**src/hw/ems_pkg.sv**
```systemverilog
// Constants, field layout and state encoding of the link fault monitor
//------------------------------------------------------------------------
// Overview of operation
// - Three-bit fault register, all bits reset zero
// - Write transfers echo pattern plus fault bits
// - First captured fault freezes register, later ignored
// - Interrupt raised on capture when enable set
// - Error state accepts only the recovery command
// - Recovery sends one word, exits, drops interrupt
// - Generic target returns code and clears register
// - Select low without system clock flags clock
// - Data word count mismatch flags burst fault
// - Paced mode idle timeout aborts, flags burst
// - Held select mismatch flags; extra write commits
// - Wrong bit count in word flags bit fault
// - Back-to-back bit fault reported at sequence end
// - Paced gap beyond timeout enters error state
//------------------------------------------------------------------------
package ems_pkg;

    // Word and field geometry
    localparam int WORD_W = 16;
    localparam int FLAG_W = 3;
    localparam int ADDR_W = 10;
    localparam int CNT_W = 5;
    localparam int BITCNT_W = 4;

    // Command word fields
    localparam int CMD_RW_POS = 15;
    localparam int CMD_ADDR_LSB = 5;
    localparam int CMD_CNT_LSB = 0;

    // Fault bit positions
    localparam int FLT_CLK_POS = 2;
    localparam int FLT_FRAME_POS = 1;
    localparam int FLT_WORD_POS = 0;

    // Register addresses
    localparam logic [ADDR_W-1:0] FAULT_REG_ADDR = 10'h1D3;
    localparam logic [ADDR_W-1:0] LINK_CFG_ADDR = 10'h1C8;

    // Special values
    localparam logic [WORD_W-1:0] RECOVER_CMD = 16'hBA61;
    localparam logic [WORD_W-1:0] SEL_GENERIC = 16'h0004;
    localparam logic [12:0] DIAG_PATTERN = 13'h1555;
    localparam logic [WORD_W-1:0] ARB_WORD = 16'h0000;
    localparam logic [WORD_W-1:0] ZERO_WORD = 16'h0000;

    // Reset value and last bit count
    localparam logic [FLAG_W-1:0] FLAGS_RST = 3'h0;
    localparam logic [BITCNT_W-1:0] LAST_BIT = 4'hF;

    // Protocol states, Gray along idle, data, error, recovery
    typedef enum logic [1:0] {
        ST_IDLE = 2'h0,
        ST_DATA = 2'h1,
        ST_ERR = 2'h3,
        ST_RECOV = 2'h2
    } ems_state_t;

endpackage : ems_pkg

```
**src/hw/ems_sync.sv**
```systemverilog
// Two-stage synchroniser for pins entering the core clock domain
`timescale 1ns/100ps
module ems_sync #(
    parameter int W = 1
) (
    input wire logic clk,
    input wire logic rst,
    input wire logic [W-1:0] d,
    input wire logic [W-1:0] rst_val,
    output logic [W-1:0] q
);
    // First stage, read only by the second
    logic [W-1:0] meta_q;
    // Second stage, safe to use
    logic [W-1:0] sync_q;

    // Both stages load a reset value chosen per bit
    always_ff @(posedge clk) begin
        if (rst) begin
            meta_q <= rst_val;
            sync_q <= rst_val;
        end else begin
            meta_q <= d;
            sync_q <= meta_q;
        end
    end

    assign q = sync_q;

endmodule : ems_sync

```
**src/hw/ems_watchdog.sv**
```systemverilog
// Inactivity counter for paced-burst transfers
`timescale 1ns/100ps
module ems_watchdog #(
    parameter int W = 16
) (
    input wire logic clk,
    input wire logic rst,
    input wire logic run,
    input wire logic kick,
    input wire logic [W-1:0] limit,
    output logic expired
);
    // Idle cycles seen since last activity
    logic [W-1:0] cnt_q;

    // Count while armed, restart on any link activity
    always_ff @(posedge clk) begin
        if (rst) begin
            cnt_q <= '0;
        end else if (!run || kick) begin
            cnt_q <= '0;
        end else if (cnt_q != limit) begin
            cnt_q <= cnt_q + 1'b1;
        end
    end

    // Limit reached while still idle means the gap is too long
    assign expired = run && !kick && (cnt_q == limit);

endmodule : ems_watchdog

```
**src/hw/ems_spi_error_monitor.sv**
```systemverilog
// Link slave protocol with fault capture, echo and recovery
`timescale 1ns/100ps
module ems_spi_error_monitor #(
    parameter int WD_W = 16
) (
    input wire logic clk,
    input wire logic rst,
    input wire logic spi_sck,
    input wire logic spi_cs_n,
    input wire logic spi_mosi,
    input wire logic sys_clk_ok,
    input wire logic paced_mode,
    input wire logic fault_irq_en,
    input wire logic [WD_W-1:0] wd_limit,
    input wire logic [ems_pkg::WORD_W-1:0] target_sel,
    output logic spi_miso,
    output logic spi_miso_oe_n,
    output logic fault_irq,
    output logic err_state,
    output logic [ems_pkg::FLAG_W-1:0] fault_flags,
    output logic wr_strobe,
    output logic [ems_pkg::ADDR_W-1:0] wr_addr,
    output logic [ems_pkg::WORD_W-1:0] wr_data
);
    import ems_pkg::*;
    //--------------------------------------------------------------------
    // Helpers
    //--------------------------------------------------------------------
    // True when an address selects the fault register
    function automatic logic is_fault_addr(input logic [ADDR_W-1:0] a);
        is_fault_addr = (a == FAULT_REG_ADDR);
    endfunction : is_fault_addr

    // Read data for an address; other targets live elsewhere
    function automatic logic [WORD_W-1:0] rd_value(
        input logic [ADDR_W-1:0] a,
        input logic [FLAG_W-1:0] f
    );
        rd_value = is_fault_addr(a) ? {13'h0000, f} : ZERO_WORD;
    endfunction : rd_value

    //--------------------------------------------------------------------
    // Pin synchronisation and edge detection
    //--------------------------------------------------------------------
    logic sck_s; // Synced serial clock
    logic csn_s; // Synced select, active low
    logic mosi_s; // Synced data in
    logic clkok_s; // Synced system clock status
    logic sck_d1_q; // Previous serial clock level
    logic csn_d1_q; // Previous select level
    ems_sync #(.W(4)) u_sync (
        .clk(clk),
        .rst(rst),
        .d({spi_sck, spi_cs_n, spi_mosi, sys_clk_ok}),
        .rst_val(4'h6),
        .q({sck_s, csn_s, mosi_s, clkok_s})
    );

    // Delayed copies for edge finding
    always_ff @(posedge clk) begin
        if (rst) begin
            sck_d1_q <= 1'b0;
            csn_d1_q <= 1'b1;
        end else begin
            sck_d1_q <= sck_s;
            csn_d1_q <= csn_s;
        end
    end

    logic sck_rise; // Sample edge inside a selection
    logic sck_fall; // Shift edge inside a selection
    logic cs_fall; // Selection starts
    logic cs_rise; // Selection ends
    assign sck_rise = sck_s && !sck_d1_q && !csn_s;
    assign sck_fall = !sck_s && sck_d1_q && !csn_s;
    assign cs_fall = !csn_s && csn_d1_q;
    assign cs_rise = csn_s && !csn_d1_q;

    //--------------------------------------------------------------------
    // Receive shifter
    //--------------------------------------------------------------------
    logic [WORD_W-1:0] rx_q; // Incoming bits, MSB first
    logic [BITCNT_W-1:0] bit_cnt_q; // Bits of current word
    logic word_done; // Sixteenth bit sampled
    logic [WORD_W-1:0] rx_word; // Completed word
    assign word_done = sck_rise && (bit_cnt_q == LAST_BIT);
    assign rx_word = {rx_q[WORD_W-2:0], mosi_s};

    // Bit counter runs across words while select stays low
    always_ff @(posedge clk) begin
        if (rst) begin
            rx_q <= ZERO_WORD;
            bit_cnt_q <= '0;
        end else if (cs_rise) begin
            bit_cnt_q <= '0;
        end else if (sck_rise) begin
            rx_q <= rx_word;
            bit_cnt_q <= bit_cnt_q + 1'b1;
        end
    end

    //--------------------------------------------------------------------
    // Protocol state
    //--------------------------------------------------------------------
    ems_state_t state_q, state_d; // Protocol state
    logic rw_q, rw_d; // Burst is a read
    logic [ADDR_W-1:0] addr_q, addr_d; // Current target address
    logic [CNT_W-1:0] cnt_q, cnt_d; // Announced word count
    logic [CNT_W:0] words_q, words_d; // Data words seen
    logic [FLAG_W-1:0] flags_q; // Captured fault code
    logic irq_q; // Pending interrupt
    logic sel_gen_q; // Generic target chosen at fault
    logic tx_load; // Load a new outgoing word
    logic [WORD_W-1:0] tx_val; // Word to load
    logic wr_fire; // Commit a data word
    logic flag_clr; // Fault register read out
    logic irq_clr; // Recovery drops interrupt
    logic wd_exp; // Paced gap too long
    logic [FLAG_W-1:0] f_vec; // Faults detected now
    logic fault_cap; // Faults accepted now
    logic [WORD_W-1:0] diag_word; // Echo word for writes
    // Fixed pattern above the live fault bits
    assign diag_word = {DIAG_PATTERN, flags_q};
    ems_watchdog #(.W(WD_W)) u_wd (
        .clk(clk),
        .rst(rst),
        .run(paced_mode && (state_q == ST_DATA)),
        .kick(sck_rise || sck_fall || cs_fall || cs_rise),
        .limit(wd_limit),
        .expired(wd_exp)
    );

    // Fault detection per kind
    always_comb begin
        f_vec = '0;
        // Selection requested with no system clock
        f_vec[FLT_CLK_POS] = cs_fall && !clkok_s;
        // Partial word at end of selection only
        f_vec[FLT_WORD_POS] = cs_rise && (bit_cnt_q != '0);
        // Burst length faults per mode
        if (state_q == ST_DATA) begin
            if (paced_mode) begin
                f_vec[FLT_FRAME_POS] = wd_exp;
            end else if (cnt_q != '0) begin
                // Too short at deselect, or one word too many
                f_vec[FLT_FRAME_POS] =
                    (cs_rise && (words_q < {1'b0, cnt_q})) ||
                    (word_done && (words_q == {1'b0, cnt_q}));
            end
        end
    end

    // Only the first fault is kept; set wins over a read clear
    assign fault_cap = (f_vec != '0) &&
                       ((flags_q == FLAGS_RST) || flag_clr);

    // Next protocol state and outgoing word
    always_comb begin
        state_d = state_q;
        rw_d = rw_q;
        addr_d = addr_q;
        cnt_d = cnt_q;
        words_d = words_q;
        tx_load = cs_fall || word_done;
        tx_val = diag_word;
        wr_fire = 1'b0;
        flag_clr = 1'b0;
        irq_clr = 1'b0;
        unique case (state_q)
            ST_IDLE: begin
                // Command word decode
                if (word_done) begin
                    rw_d = rx_word[CMD_RW_POS];
                    addr_d = rx_word[CMD_RW_POS-1:CMD_ADDR_LSB];
                    cnt_d = rx_word[CMD_ADDR_LSB-1:CMD_CNT_LSB];
                    words_d = '0;
                    // Paced long frames with zero count are ignored
                    if (!(paced_mode && (cnt_d == '0))) begin
                        state_d = ST_DATA;
                        if (rw_d) begin
                            tx_val = rd_value(addr_d, flags_q);
                            flag_clr = is_fault_addr(addr_d);
                        end
                    end
                end
            end
            ST_DATA: begin
                if (word_done) begin
                    words_d = words_q + 1'b1;
                    addr_d = addr_q + 1'b1;
                    // Extra held-select word is still committed
                    wr_fire = !rw_q;
                    if (rw_q) begin
                        tx_val = rd_value(addr_d, flags_q);
                        flag_clr = is_fault_addr(addr_d);
                    end
                    // Paced bursts end on the announced count
                    if (paced_mode && (words_d == {1'b0, cnt_q})) begin
                        state_d = ST_IDLE;
                    end
                end else if (cs_rise && !paced_mode) begin
                    // Held-select bursts end with the selection
                    state_d = ST_IDLE;
                end
            end
            ST_ERR: begin
                // Everything but the recovery command is dropped
                if (word_done && (rx_word == RECOVER_CMD)) begin
                    state_d = ST_RECOV;
                    irq_clr = 1'b1;
                    // Code only for the generic target
                    tx_val = sel_gen_q ? {13'h0000, flags_q}
                                       : ARB_WORD;
                    flag_clr = sel_gen_q;
                end
            end
            ST_RECOV: begin
                // One word out, then normal operation
                if (word_done || cs_rise) begin
                    state_d = ST_IDLE;
                end
            end
        endcase
        // A captured fault overrides the next state
        if (fault_cap) begin
            state_d = ST_ERR;
        end
    end

    // Protocol registers
    always_ff @(posedge clk) begin
        if (rst) begin
            state_q <= ST_IDLE;
            rw_q <= 1'b0;
            addr_q <= '0;
            cnt_q <= '0;
            words_q <= '0;
        end else begin
            state_q <= state_d;
            rw_q <= rw_d;
            addr_q <= addr_d;
            cnt_q <= cnt_d;
            words_q <= words_d;
        end
    end

    //--------------------------------------------------------------------
    // Fault register, interrupt and target memory
    //--------------------------------------------------------------------
    // Fault code latch, frozen once non-zero
    always_ff @(posedge clk) begin
        if (rst) begin
            flags_q <= FLAGS_RST;
        end else if (fault_cap) begin
            flags_q <= f_vec;
        end else if (flag_clr) begin
            flags_q <= FLAGS_RST;
        end
    end

    // Target selection remembered at capture
    always_ff @(posedge clk) begin
        if (rst) begin
            sel_gen_q <= 1'b0;
        end else if (fault_cap) begin
            sel_gen_q <= (target_sel == SEL_GENERIC);
        end
    end

    // Interrupt request, capture wins over recovery clear
    always_ff @(posedge clk) begin
        if (rst) begin
            irq_q <= 1'b0;
        end else if (fault_cap && fault_irq_en) begin
            irq_q <= 1'b1;
        end else if (irq_clr) begin
            irq_q <= 1'b0;
        end
    end

    //--------------------------------------------------------------------
    // Outgoing shifter and registered outputs
    //--------------------------------------------------------------------
    logic [WORD_W-1:0] tx_q, tx_d; // Outgoing bits
    logic miso_q; // Data out pin
    logic oe_n_q; // Data out enable, low drives
    logic err_q; // Error state flag
    logic wr_q; // Commit strobe
    logic [ADDR_W-1:0] wr_addr_q; // Commit address
    logic [WORD_W-1:0] wr_data_q; // Commit data
    // Shift on falling edges, not right after a reload
    always_comb begin
        tx_d = tx_q;
        if (tx_load) begin
            tx_d = tx_val;
        end else if (sck_fall && (bit_cnt_q != '0)) begin
            tx_d = {tx_q[WORD_W-2:0], 1'b0};
        end
    end

    // Data out and its enable
    always_ff @(posedge clk) begin
        if (rst) begin
            tx_q <= ZERO_WORD;
            miso_q <= 1'b0;
            oe_n_q <= 1'b1;
        end else begin
            tx_q <= tx_d;
            miso_q <= tx_d[WORD_W-1];
            oe_n_q <= csn_s;
        end
    end

    // Status and commit outputs
    always_ff @(posedge clk) begin
        if (rst) begin
            err_q <= 1'b0;
            wr_q <= 1'b0;
            wr_addr_q <= '0;
            wr_data_q <= ZERO_WORD;
        end else begin
            err_q <= (state_d == ST_ERR);
            wr_q <= wr_fire;
            if (wr_fire) begin
                wr_addr_q <= addr_q;
                wr_data_q <= rx_word;
            end
        end
    end

    assign spi_miso = miso_q;
    assign spi_miso_oe_n = oe_n_q;
    assign fault_irq = irq_q;
    assign err_state = err_q;
    assign fault_flags = flags_q;
    assign wr_strobe = wr_q;
    assign wr_addr = wr_addr_q;
    assign wr_data = wr_data_q;
endmodule : ems_spi_error_monitor

```
**config.mk**
```make
export PLATFORM = sky130hd
export DESIGN_NAME = ems_spi_error_monitor
export DESIGN_NICKNAME = d
export VERILOG_FILES = /design/src/hw/ems_pkg.sv /design/src/hw/ems_sync.sv /design/src/hw/ems_watchdog.sv /design/src/hw/ems_spi_error_monitor.sv
export SDC_FILE = /design/constraint.sdc
export NUM_CORES = 1
export LEC_CHECK = 0
export ABC_AREA = 1
export BUFFER_PORTS_ARGS = -buffer_cell sky130_fd_sc_hd__clkbuf_2
export CAP_MARGIN = 10
export CORE_MARGIN = 2
export CORE_UTILIZATION = 45
export DETAILED_ROUTE_END_ITERATION = 8
export SLEW_MARGIN = 20
export SYNTH_ARGS = -nofsm -noshare
export SYNTH_HDL_FRONTEND = slang
export SYNTH_SLANG_ARGS = --single-unit
```
**constraint.sdc**
```tcl
create_clock -name clk -period 2.1 [get_ports clk]
set_input_delay 0 -clock clk [delete_from_list [all_inputs] [get_ports clk]]
set_output_delay 0 -clock clk [all_outputs]
set_load 0.05 [all_outputs]
```
==> results of run 1 <==
==> final cells by class <==
cell class,count,area (µm²)
Clock buffer,20,446.7
Clock inverter,12,201.4
Fill cell,1121,5200
Inverter,88,336.6
Multi-Input combinational cell,511,2720
Sequential cell,118,2365
Tap cell,147,183.9
Timing Repair Buffer,97,558.0
==> logic make-up after synthesis <==
| logic type | after synthesis |
|---|---|
| buf+inv | 113 |
| flops | 118 |
| simple gates | 274 |
| compound gates | 205 |
| fa+ha+maj | 11 |
| xor+xnor | 21 |
==> what timing repair did <==
| item | in CTS | in global routing |
|---|---|---|
| hold endpoints to repair | 5 | 0 |
| setup endpoints to repair | 0 | 24 |
| setup buffers | 0 | 4 |
| gates resized for setup | 0 | 6 |
| hold buffers | 5 | 0 |
==> where the power goes <==
| part | internal, mW | switching [mW] | leakage (nW) |
|---|---|---|---|
| sequential | 2.27 | 0.0190 | 0.955 |
| combinational | 0.0947 | 0.163 | 1.55 |
| clock | 2.13 | 1.05 | 0.310 |
| total | 4.50 | 1.23 | 2.82 |
==> path summary, 6_finish.rpt <==
check / from / endpoint / slack [ps] / cells past startpoint
hold reg to reg: u_sync.meta_q[3] / u_sync.q[3] / 400 / 2
setup reg to reg: cnt_q[4] / err_state / 120 / 15
hold / removal: target_sel[6] / sel_gen_q / 40 / 5
setup / recovery: cnt_q[4] / err_state / 120 / 15
==> layer usage <==
layer / vias to the layer above / wire, µm / GRT usage [%]
li1: 2665 / - / -
met3: 21 / 550 / 5.453
met5: - / 0 / 0
met1: 2368 / 6647 / 28.74
met4: 0 / 263 / 10.28
met2: 119 / 6255 / 34.87
==> layout by cell type (no fill, tap or decap), types with 3 or more instances in the layout <==
cell           Yosys  layout
nand2_1          133     133
dfxtp_1          118     116
o21ai_0           83      83
a21oi_1           83      83
inv_1             77      76
clkbuf_2           0      73
nor2_1            55      54
nand3_1           27      27
a31oi_1           23      23
xor2_1            19      19
buf_4              3      19
clkbuf_16          0      17
nand4_1           12      12
ha_1              11      11
inv_2              7       8
nor3_1             9       8
nand2_2            6       6
nor2_2             4       5
or2_2              5       5
bufinv_16          0       5
dlygate4sd3_1      0       5
o21ai_1            4       4
nor4_1             4       4
nand3_2            3       3
nor2_4             3       3
clkinvlp_4         0       3
nor3_2             2       3
clkinv_4           0       3
==> worst max-delay path, stage by stage (launching register included) <==
cell and delay (ps):
dfxtp_1 360, inv_1 70, ha_1 270, inv_1 50, nor3_2 180, o21ai_0 120, nand3_1 100, nand2_1 50
nand2_1 50, nand2_1 80, a21oi_2 190, inv_2 80, nand2_2 100, o21ai_1 70, nand2_1 60, inv_1 40
==> sequential cells by signal, indices dropped and copies added, names as in the netlist, 5 cells and up <==
name	flops
words_q	6
cnt_q	5
wr_addr	10
u_wd.cnt_q	16
addr_q	10
tx_q	16
wr_data	16
rx_q	15
==> stage by stage <==
step / power, mW / hold WS [ps]
after global routing: 5.923 / 59.96
after detailed placement: 2.583 / 189.3
after global placement: 2.579 / 183.1
after floorplan: 2.487 / 103.8
final: 5.728 / 43.41
after CTS: 5.782 / 4.343
==> metrics.md, run 1 <==
| Metric | Value |
|---|---|
| Status | complete, no violations |
| Mapped Area | 5515 µm² |
| Vias in the first global route | 4882 |
| Placed cell count | 952 |
| CTS tree | done |
| Mux share of post-synthesis cell area | 0% |
| Core Rows | 40 |
| Worst Skew | 5.867 ps |
| Yosys synthesis warning count | 0 |
| Core Box Area | 12010 µm² |
| First-pass GRT wire length | 22.94 mm |
| LEAKAGE | 2.817 nW |
| Final hold viol count | 0 |
| Average cell area after synthesis | 7.433 µm² |
| # DRC | 0 |
| Simple-gate share of the synthesized area | 23.50% |
| Clock Tree Buf Depth | 2 |
| Post-synth EDFFs | 0 |
| Post-Synth XOR/XNOR Area | 3.471% |
| FF+latch count, synth | 118 |
| Complex-gate fraction of the synthesized area | 19.71% |
| Final Non-Filler Cells | 993 |
| Routed wire length | 13.72 mm |
| Net count after synthesis | 793 |
| Initial antenna violation count | 0 |
| Post-layout util | 56.71% |
| Slew margin rel. | 63.13% |
| Critical path capture point type | flop |
| Initial core utilization | 45.92% |
| FFs w/ async S/R, synth | 0% |
| WP data arrival | 2300 ps |
| Die width | 114.7 µm |
| Die area | 13160 µm² |
| Setup Viol. Count Final | 0 |
| Sequential share of the synthesized area | 42.83% |
| CP Max Fanout | 4 |
| CP startpoint kind | flop |
| Max VDD drop | 0.5827 mV |
| Ranking of synthesized cells by area | dfxtp_1 43%, nand2_1 9.1%, a21oi_1 7.5% |
| NumNets Final | 884 |
| Initial DRC Count | 345 |
| Cell Area, Placed | 6070 µm² |
| Max Freq | 505.4 MHz |
| Synth cell types | 47 |
| Post-route setup slack | 121.3 ps |
| Total gr overflow | 0 |
| Share of cells above drive strength 1 | 19.86% |
| All-Layer GR Usage | 22.14% |
| Hold/Removal Path Class | input port to flop |
| Die span in y | 114.7 µm |
| Place WS | 81.94 ps |
| Slew Limit Fails | 0 |
| Ys flop type | dfxtp_1 |
| CTS Root Cell | clkbuf_16 |
| Worst-Skew Late Latency | 420 ps |
| Max Cap Viol | 0 |
| Via density | 5.209 |
| Top-area cell type share of the netlist area | 42.83% |
| Combinational family with the most area after synthesis | simple AND/OR/NAND/NOR gates |
| I/O Buffers | 73 |
| Placer Congestion | 0.8673 |
| Largest net degree at the start of global routing | 56 |
| CTS H-tree depth | 4 |
| Synth Instances | 742 |
| Min cycle time layout | 1979 ps |
| Fin crit share | 94.23% |
| Via count | 5173 |
| CTS Buf Count | 17 |
| WS Path Type | flop to flop |
| Most common cell in the netlist | nand2_1 |
| Final HPWL DP | 9.848 mm |
| Worst Path Required | 2420 ps |
| Number of detailed-route iterations in the first pass | 5 |
| Synth top cells by count | 133 x nand2_1, 118 x dfxtp_1, 83 x a21oi_1, 83 x o21ai_0, 77 x inv_1 |
| RSZ-0062 raised after global routing | true |
| Post-route cell area | 6812 µm² |
| CTS sink cnt | 118 |
| Final antenna-violating net count | 0 |
| Post-synth top area cell | dfxtp_1 |
| Drt wl/cell | 13.81 µm |
| Area growth syn-to-layout | 23.50% |
| # IOs | 74 |
| PD cells | 840.9 nW/µm² |
| Final TNS setup | 0 ps |
| Synth Area in Adders | 2.495% |
| Worst-margin pin slew | 549.6 ps |
| # diodes | 0 |
| Worst-path clk slew | 50 ps |
Power figures use the tool's default switching activity.
==> run 2, diff against run 1 <==
--- a/config.mk
+++ b/config.mk
@@ -11,6 +11,7 @@
 export CORE_MARGIN = 2
 export CORE_UTILIZATION = 45
 export DETAILED_ROUTE_END_ITERATION = 8
+export REMOVE_ABC_BUFFERS = 1
 export SLEW_MARGIN = 20
 export SYNTH_ARGS = -nofsm -noshare
 export SYNTH_HDL_FRONTEND = slang
==> metrics.md, run 2 (synthesis gave the netlist of run 1 again) <==
| Metric | Value |
|---|---|
| Status | complete, but fails checks (was complete, no violations) |
| Failing checks | hold timing |
| Initial core utilization | 45.92% (unchanged) |
| Core Box Area | 12010 µm² (unchanged) |
| Top cell by count, worst path | nand2_1 (unchanged) |
| Cell Area, Placed | 6085 µm² (was 6070 µm²) |
| Area growth syn-to-layout | 24.21% (was 23.50%) |
| Setup Viol. Count Final | 0 (unchanged) |
| Number of detailed-route iterations in the first pass | 5 (unchanged) |
| Slew margin rel. | 64.40% (was 63.13%) |
| WS Path Type | flop to flop (unchanged) |
| NumNets Final | 890 (was 884) |
| Net Sw Frac | 21.03% (was 21.51%) |
| Fin crit share | 93.64% (was 94.23%) |
| Critical Path Stages | 15 (unchanged) |
| Clk pwr share | 54.5% (was 55.6%) |
| CTS tree | done (unchanged) |
| Drt wl/cell | 13.80 µm (was 13.81 µm) |
| # DRC | 0 (unchanged) |
| CTS Root Cell | clkbuf_16 (unchanged) |
| Core Rows | 40 (unchanged) |
| Worst Skew | 7.061 ps (was 5.867 ps) |
| Post-Route M1 WL | 6.602 mm (was 6.647 mm) |
| Post-route cell area | 6850 µm² (was 6812 µm²) |
| Int Power | 4.444 mW (was 4.496 mW) |
| CTS Buf Count | 17 (unchanged) |
| PD cells | 821.6 nW/µm² (was 840.9 nW/µm²) |
| Min cycle time layout | 1967 ps (was 1979 ps) |
| I/O Buffers | 73 (unchanged) |
| Via count | 5142 (was 5173) |
| Max Freq | 508.5 MHz (was 505.4 MHz) |
| CP startpoint kind | flop (unchanged) |
| Clock Tree Buf Depth | 2 (unchanged) |
| Worst path buffer plus inverter count | 3 (was 4) |
| WP data arrival | 2290 ps (was 2300 ps) |
| Final hold viol count | 1 (was 0) |
| Vias in the first global route | 4714 (was 4882) |
| First-pass GRT wire length | 22.60 mm (was 22.94 mm) |
| Total gr overflow | 0 (unchanged) |
| CP Cell Sequence | inv_2 -> ha_1 -> nand2_1 -> nor3_2 -> o21ai_1 -> nand3_1 -> nand2_1 -> nand2_1 -> nand2_1 -> a21oi_2 -> inv_2 -> nand2_2 -> o21ai_1 -> nand2_1 -> inv_1 (was inv_1 -> ha_1 -> inv_1 -> nor3_2 -> o21ai_0 -> nand3_1 -> nand2_1 -> nand2_1 -> nand2_1 -> a21oi_2 -> inv_2 -> nand2_2 -> o21ai_1 -> nand2_1 -> inv_1) |
| CP max-delay cell | dfxtp_2 (was dfxtp_1) |
| Critical path capture point type | flop (unchanged) |
| Fillers | 1114 (was 1121) |
| Worst Path Required | 2420 ps (about the same) |
| Hold Slack | -1.244 ps (was 43.41 ps) |
| Slew Limit Fails | 0 (unchanged) |
| Max Cap Viol | 0 (unchanged) |
| Hold Path Cell Cnt | 4 (was 5) |
| Most frequent cells in the layout | 133 x nand2_1, 112 x dfxtp_1, 83 x a21oi_1 (was 133 x nand2_1, 116 x dfxtp_1, 83 x o21ai_0, 83 x a21oi_1, 76 x inv_1) |
| Placer Congestion | 0.8675 (was 0.8673) |
| CTS sink cnt | 118 (unchanged) |
| Cells on worst reg2reg path | 15 (unchanged) |
| CP Max Fanout | 4 (unchanged) |
| Largest net degree at the start of global routing | 40 (was 56) |
| Crit path max-delay family | simple AND/OR/NAND/NOR gates (unchanged) |
| Die width | 114.7 µm (unchanged) |
| CTS H-tree depth | 4 (unchanged) |
| WL met2 | 6.531 mm (was 6.255 mm) |
| # IOs | 74 (unchanged) |
| Share of cells above drive strength 1 | 20.77% (was 19.86%) |
| Commonest non-fill, non-tap cell in the layout | nand2_1 (unchanged) |
| Psw | 1.184 mW (was 1.232 mW) |
| Max VDD drop | 0.6118 mV (was 0.5827 mV) |
| Final HPWL DP | 9.808 mm (was 9.848 mm) |
| RSZ-0062 raised after global routing | false (was true) |
| Via density | 5.147 (was 5.209) |
| Die span in y | 114.7 µm (unchanged) |
| Routed wire length | 13.79 mm (was 13.72 mm) |
| Met3 routed wirelength | 487 µm (was 550 µm) |
| Logic pwr share | 4.8% (was 4.5%) |
| # diodes | 0 (unchanged) |
| Seq pwr share | 40.7% (was 39.9%) |
| Initial DRC Count | 259 (was 345) |
| Worst-Skew Late Latency | 420 ps (about the same) |
| Final antenna-violating net count | 0 (unchanged) |
| Worst-path clk slew | 60 ps (was 50 ps) |
| CP max stage delay | 330 ps (was 360 ps) |
| Post-layout util | 57.03% (was 56.71%) |
| Total power | 5.628 mW (was 5.728 mW) |
| Initial antenna violation count | 0 (unchanged) |
| Hold/Removal Path Class | input port to flop (unchanged) |
| All-Layer GR Usage | 21.75% (was 22.14%) |
| Die area | 13160 µm² (unchanged) |
| Worst-margin pin slew | 530.7 ps (was 549.6 ps) |
| Max Used Layer | met4 (unchanged) |
| LEAKAGE | 2.839 nW (was 2.817 nW) |
==> run 2: cell types whose count changed in the layout (fill, tap and decap cells not counted), sizes merged <==
cell,before,now
buf,19,23
bufinv,5,4
clkbuf,93,96
clkinv,7,6
clkinvlp,3,2
dlygate4sd3,5,7
==> run 2: routing by layer <==
metal  track usage, %  up-vias
li1                 -     2675
met1            28.47     2348
met2            35.19      103
met3            4.923       16
met4            8.273        0
met5                0        -
==> run 2: stage by stage <==
| step | setup slack, ps | instances | TNS (ps) |
|---|---|---|---|
| floorplan | -234.2 | 717 | -2011 |
| global placement | 22.95 | 954 | 0 |
| detailed placement | -30.15 | 954 | -30.15 |
| CTS | 83.76 | 993 | 0 |
| global route | 3.325 | 999 | 0 |
| finish | 133.5 | 999 | 0 |
==> run 2: path summary, 6_finish.rpt <==
check | from | endpoint | slack (ps)
max | cnt_q[3] | err_state | 130
min | rst | tx_q[3] | -1
max reg2reg | cnt_q[3] | err_state | 130
min reg2reg | u_sync.meta_q[3] | u_sync.q[3] | 400
==> run 2: final cells by class <==
type | count | area, µm² | share of cell area [%]
Clock inverter | 9 | 147.6 | 2.155
Tap cell | 147 | 183.9 | 2.685
Timing Repair Buffer | 103 | 611.8 | 8.932
Clock buffer | 23 | 478.0 | 6.977
Multi-Input combinational cell | 511 | 2723 | 39.74
Inverter | 88 | 336.6 | 4.913
Sequential cell | 118 | 2370 | 34.59
==> run 2: worst register-to-register path: stages, from the launching register on <==
cell	delay, ps
dfxtp_2	330
inv_2	50
ha_1	280
nand2_1	70
nor3_2	200
o21ai_1	90
nand3_1	80
nand2_1	50
nand2_1	70
nand2_1	80
a21oi_2	210
inv_2	80
nand2_2	100
o21ai_1	70
nand2_1	70
inv_1	30
==> run 2: power groups by stage <==
stage	clock [mW]	combinational [mW]	sequential, mW
6_report	3.07	0.270	2.29
5_1_grt	3.20	0.300	2.29
4_1_cts	3.10	0.262	2.29
3_5_place_dp	0	0.251	2.34
3_3_place_gp	0	0.247	2.34
2_1_floorplan	0	0.129	2.34
==> run 2: timing repair <==
action / CTS / global route
cloned: 0 / 0
endpoints found under the hold margin: 6 / 0
setup endpoints to repair: 2 / 23
hold buffers: 7 / 0
gates resized for setup: 1 / 13
setup buffers: 0 / 6
pin swaps: 0 / 5
==> run 3, diff against run 2 <==
--- a/config.mk
+++ b/config.mk
@@ -5,7 +5,7 @@
 export SDC_FILE = /design/constraint.sdc
 export NUM_CORES = 1
 export LEC_CHECK = 0
-export ABC_AREA = 1
+export ABC_AREA = 0
 export BUFFER_PORTS_ARGS = -buffer_cell sky130_fd_sc_hd__clkbuf_2
 export CAP_MARGIN = 10
 export CORE_MARGIN = 2
==> metrics.md, run 3 <==
| Metric | Value |
|---|---|
| Total power | 5.605 mW (was 5.628 mW) |
| CTS sink cnt | 118 (unchanged) |
| Core Rows | 40 (unchanged) |
| Slew Limit Fails | 0 (unchanged) |
| Crit Reg-Reg Endpoint | sel_gen_q (was err_state) |
| Most common cell in the netlist | nand2_1 (unchanged) |
| Final antenna-violating net count | 0 (unchanged) |
| Post-synth EDFFs | 0 (unchanged) |
| CP startpoint kind | flop (unchanged) |
| Top-area cell type share of the netlist area | 41.96% (was 42.83%) |
| Multi-input gate area | 3242 µm² (was 2723 µm²) |
| # DRC | 0 (unchanged) |
| Die span in y | 115.9 µm (was 114.7 µm) |
| Sequential share of the synthesized area | 41.96% (was 42.83%) |
| Max Cap Viol | 0 (unchanged) |
| First-pass GRT wire length | 23.85 mm (was 22.60 mm) |
| Average cell area after synthesis | 8.136 µm² (was 7.433 µm²) |
| Commonest non-fill, non-tap cell in the layout | nand2_1 (unchanged) |
| Max VDD drop | 0.6741 mV (was 0.6118 mV) |
| Mapped Area | 5630 µm² (was 5515 µm²) |
| # IOs | 74 (unchanged) |
| Final HPWL DP | 10.32 mm (was 9.808 mm) |
| CTS tree | done (unchanged) |
| Largest net degree at the start of global routing | 86 (was 40) |
| Worst-Skew Late Latency | 420 ps (about the same) |
| WS Path Type | flop to flop (unchanged) |
| Share of cells above drive strength 1 | 26.89% (was 20.77%) |
| Final TNS setup | 0 ps (unchanged) |
| Initial antenna violation count | 0 (unchanged) |
| Worst Path Required | 2400 ps (was 2420 ps) |
| Routed wire length | 14.66 mm (was 13.79 mm) |
| Slew margin rel. | 51.73% (was 64.40%) |
| Initial DRC Count | 328 (was 259) |
| Ranking of synthesized cells by area | dfxtp_1 42%, nand2_1 9.7%, a21oi_1 6.5% (was dfxtp_1 43%, nand2_1 9.1%, a21oi_1 7.5%) |
| Max Freq | 492.7 MHz (was 508.5 MHz) |
| Most frequent cells in the layout | 145 x nand2_1, 110 x dfxtp_1, 73 x clkbuf_2 (was 133 x nand2_1, 112 x dfxtp_1, 83 x a21oi_1) |
| # diodes | 0 (unchanged) |
| Number of detailed-route iterations in the first pass | 6 (was 5) |
| Worst-margin pin slew | 721.1 ps (was 530.7 ps) |
| CTS H-tree depth | 4 (unchanged) |
| Sequential cell area | 2372 µm² (was 2370 µm²) |
| PD cells | 748.4 nW/µm² (was 821.6 nW/µm²) |
| Post CTS Setup Buffer Count | 0 (unchanged) |
| Synth cell types | 66 (was 47) |
| Setup Viol. Count Final | 0 (unchanged) |
| CTS Buf Count | 17 (unchanged) |
| Fillers | 1084 (was 1114) |
| Total gr overflow | 0 (unchanged) |
| All-Layer GR Usage | 22.50% (was 21.75%) |
| Reg2Reg Setup Slack | 70 ps (was 130 ps) |
| Area growth syn-to-layout | 33.00% (was 24.21%) |
| Crit path launch | cnt_q[3] (unchanged) |
| Core Box Area | 12110 µm² (was 12010 µm²) |
| RR Startpoint | cnt_q[3] (unchanged) |
| Placer Congestion | 0.9113 (was 0.8675) |
| FF+latch count, synth | 118 (unchanged) |
| FFs w/ async S/R, synth | 0% (unchanged) |
| CTS Root Cell | clkbuf_16 (unchanged) |
| Die area | 13420 µm² (was 13160 µm²) |
| Place WS | -153.7 ps (was -30.15 ps) |
| Post-route cell area | 7488 µm² (was 6850 µm²) |
| Via count | 5325 (was 5142) |
| RSZ-0062 raised after global routing | true (was false) |
| Post-route setup slack | 70.54 ps (was 133.5 ps) |
| Synth Instances | 692 (was 742) |
| Synth top cells by count | 146 x nand2_1, 118 x dfxtp_1, 73 x a21oi_1 (was 133 x nand2_1, 118 x dfxtp_1, 83 x a21oi_1, 83 x o21ai_0, 77 x inv_1) |
| Worst Skew | 5.798 ps (was 7.061 ps) |
| Fin crit share | 96.64% (was 93.64%) |
| Hold/Removal Path Class | input port to flop (unchanged) |
| CP Max Fanout | 2 (was 4) |
| Cell Area, Placed | 6601 µm² (was 6085 µm²) |
| Worst-path clk slew | 50 ps (was 60 ps) |
| Initial core utilization | 46.49% (was 45.92%) |
| I/O Buffers | 73 (unchanged) |
| Status | complete, no violations (was complete, but fails checks) |
| Clock Tree Buf Depth | 2 (unchanged) |
| Die width | 115.9 µm (was 114.7 µm) |
| Critical path capture point type | flop (unchanged) |
| Via density | 5.320 (was 5.147) |
| Placed cell count | 964 (was 954) |
| Vias in the first global route | 5071 (was 4714) |
| Ys flop type | dfxtp_1 (unchanged) |
| LEAKAGE | 2.744 nW (was 2.839 nW) |
| Drt wl/cell | 14.65 µm (was 13.80 µm) |
| Post-synth top area cell | dfxtp_1 (unchanged) |
| Yosys synthesis warning count | 0 (unchanged) |
| Cells on worst reg2reg path | 8 (was 15) |
| Final Non-Filler Cells | 1001 (was 999) |
| Final hold viol count | 0 (was 1) |
| Crit path to | sel_gen_q (was err_state) |
| WP data arrival | 2330 ps (was 2290 ps) |
| NumNets Final | 871 (was 890) |
| Min cycle time layout | 2029 ps (was 1967 ps) |
==> run 3: how the worst min path moves through the flow <==
| stage | startpoint | end | slack [ps] | cells after the start |
|---|---|---|---|---|
| global placement | spi_cs_n | u_sync.meta_q[2] | 180 | 2 |
| detailed placement | spi_mosi | u_sync.meta_q[1] | 200 | 2 |
| finish | rst | cnt_q[3] | 90 | 3 |
| floorplan | rst | addr_q[1] | 70 | 1 |
| CTS | rst | cnt_q[4] | 90 | 3 |
| global route | rst | wr_strobe | 100 | 3 |
==> run 3: where the power goes <==
part           internal, mW  switching, mW
Combinational        0.0926          0.124
Clock                  2.14          0.972
Sequential             2.26         0.0140
==> run 3: routing by layer <==
| layer | track usage, % | vias to the layer above | share of wire [%] |
|---|---|---|---|
| met5 | 0 | - | 0 |
| met2 | 35.24 | 104 | 48 |
| met3 | 6.224 | 20 | 4.1 |
| met4 | 7.937 | 0 | 1.4 |
| li1 | - | 2672 | - |
| met1 | 29.88 | 2529 | 47 |
==> run 3: final cells by class <==
| cell class | instances | share of cell area [%] |
|---|---|---|
| Sequential cell | 118 | 31.68 |
| Timing Repair Buffer | 146 | 12.70 |
| Tap cell | 168 | 2.807 |
| Clock inverter | 7 | 1.871 |
| Inverter | 18 | 0.9023 |
| Clock buffer | 25 | 6.750 |
| Multi-Input combinational cell | 519 | 43.29 |
==> run 3: cell families (layout without fill, tap and decap cells) <==
group	Yosys count	after routing	synth area share, %
AO/OA/AOI/OAI	139	139	15.31
XOR/XNOR	45	45	7.244
adder cells (fa/ha/maj)	11	11	2.444
buffers and inverters	55	196	4.000
flip-flops	118	118	41.96
multiplexers	7	7	1.333
AND/OR/NAND/NOR	317	317	27.71
==> run 3: repair_timing <==
action                                  in CTS  in global routing
resized for setup                            5                 36
gates cloned                                 0                  0
pin swaps                                    1                  3
endpoints found under the hold margin        5                  0
hold buffers                                 5                  0
endpoints found under the setup margin      18                 52
==> run 3: per-stage QoR <==
stage               utilization, %  hold slack (ps)
floorplan                        -            69.07
global placement             54.50            184.9
detailed placement           54.50            197.9
CTS                          60.46            85.07
global route                 61.83            99.03
finish                       61.83            85.74
==> run 3: worst max-delay path, cell delays in order (launching register included) <==
cell and delay [ps]:
dfxtp_1 320, inv_1 70, ha_1 320, and4b_1 220, and4_1 200, a31oi_2 150
o2bb2ai_2 120, o221ai_4 200, mux2_4 310
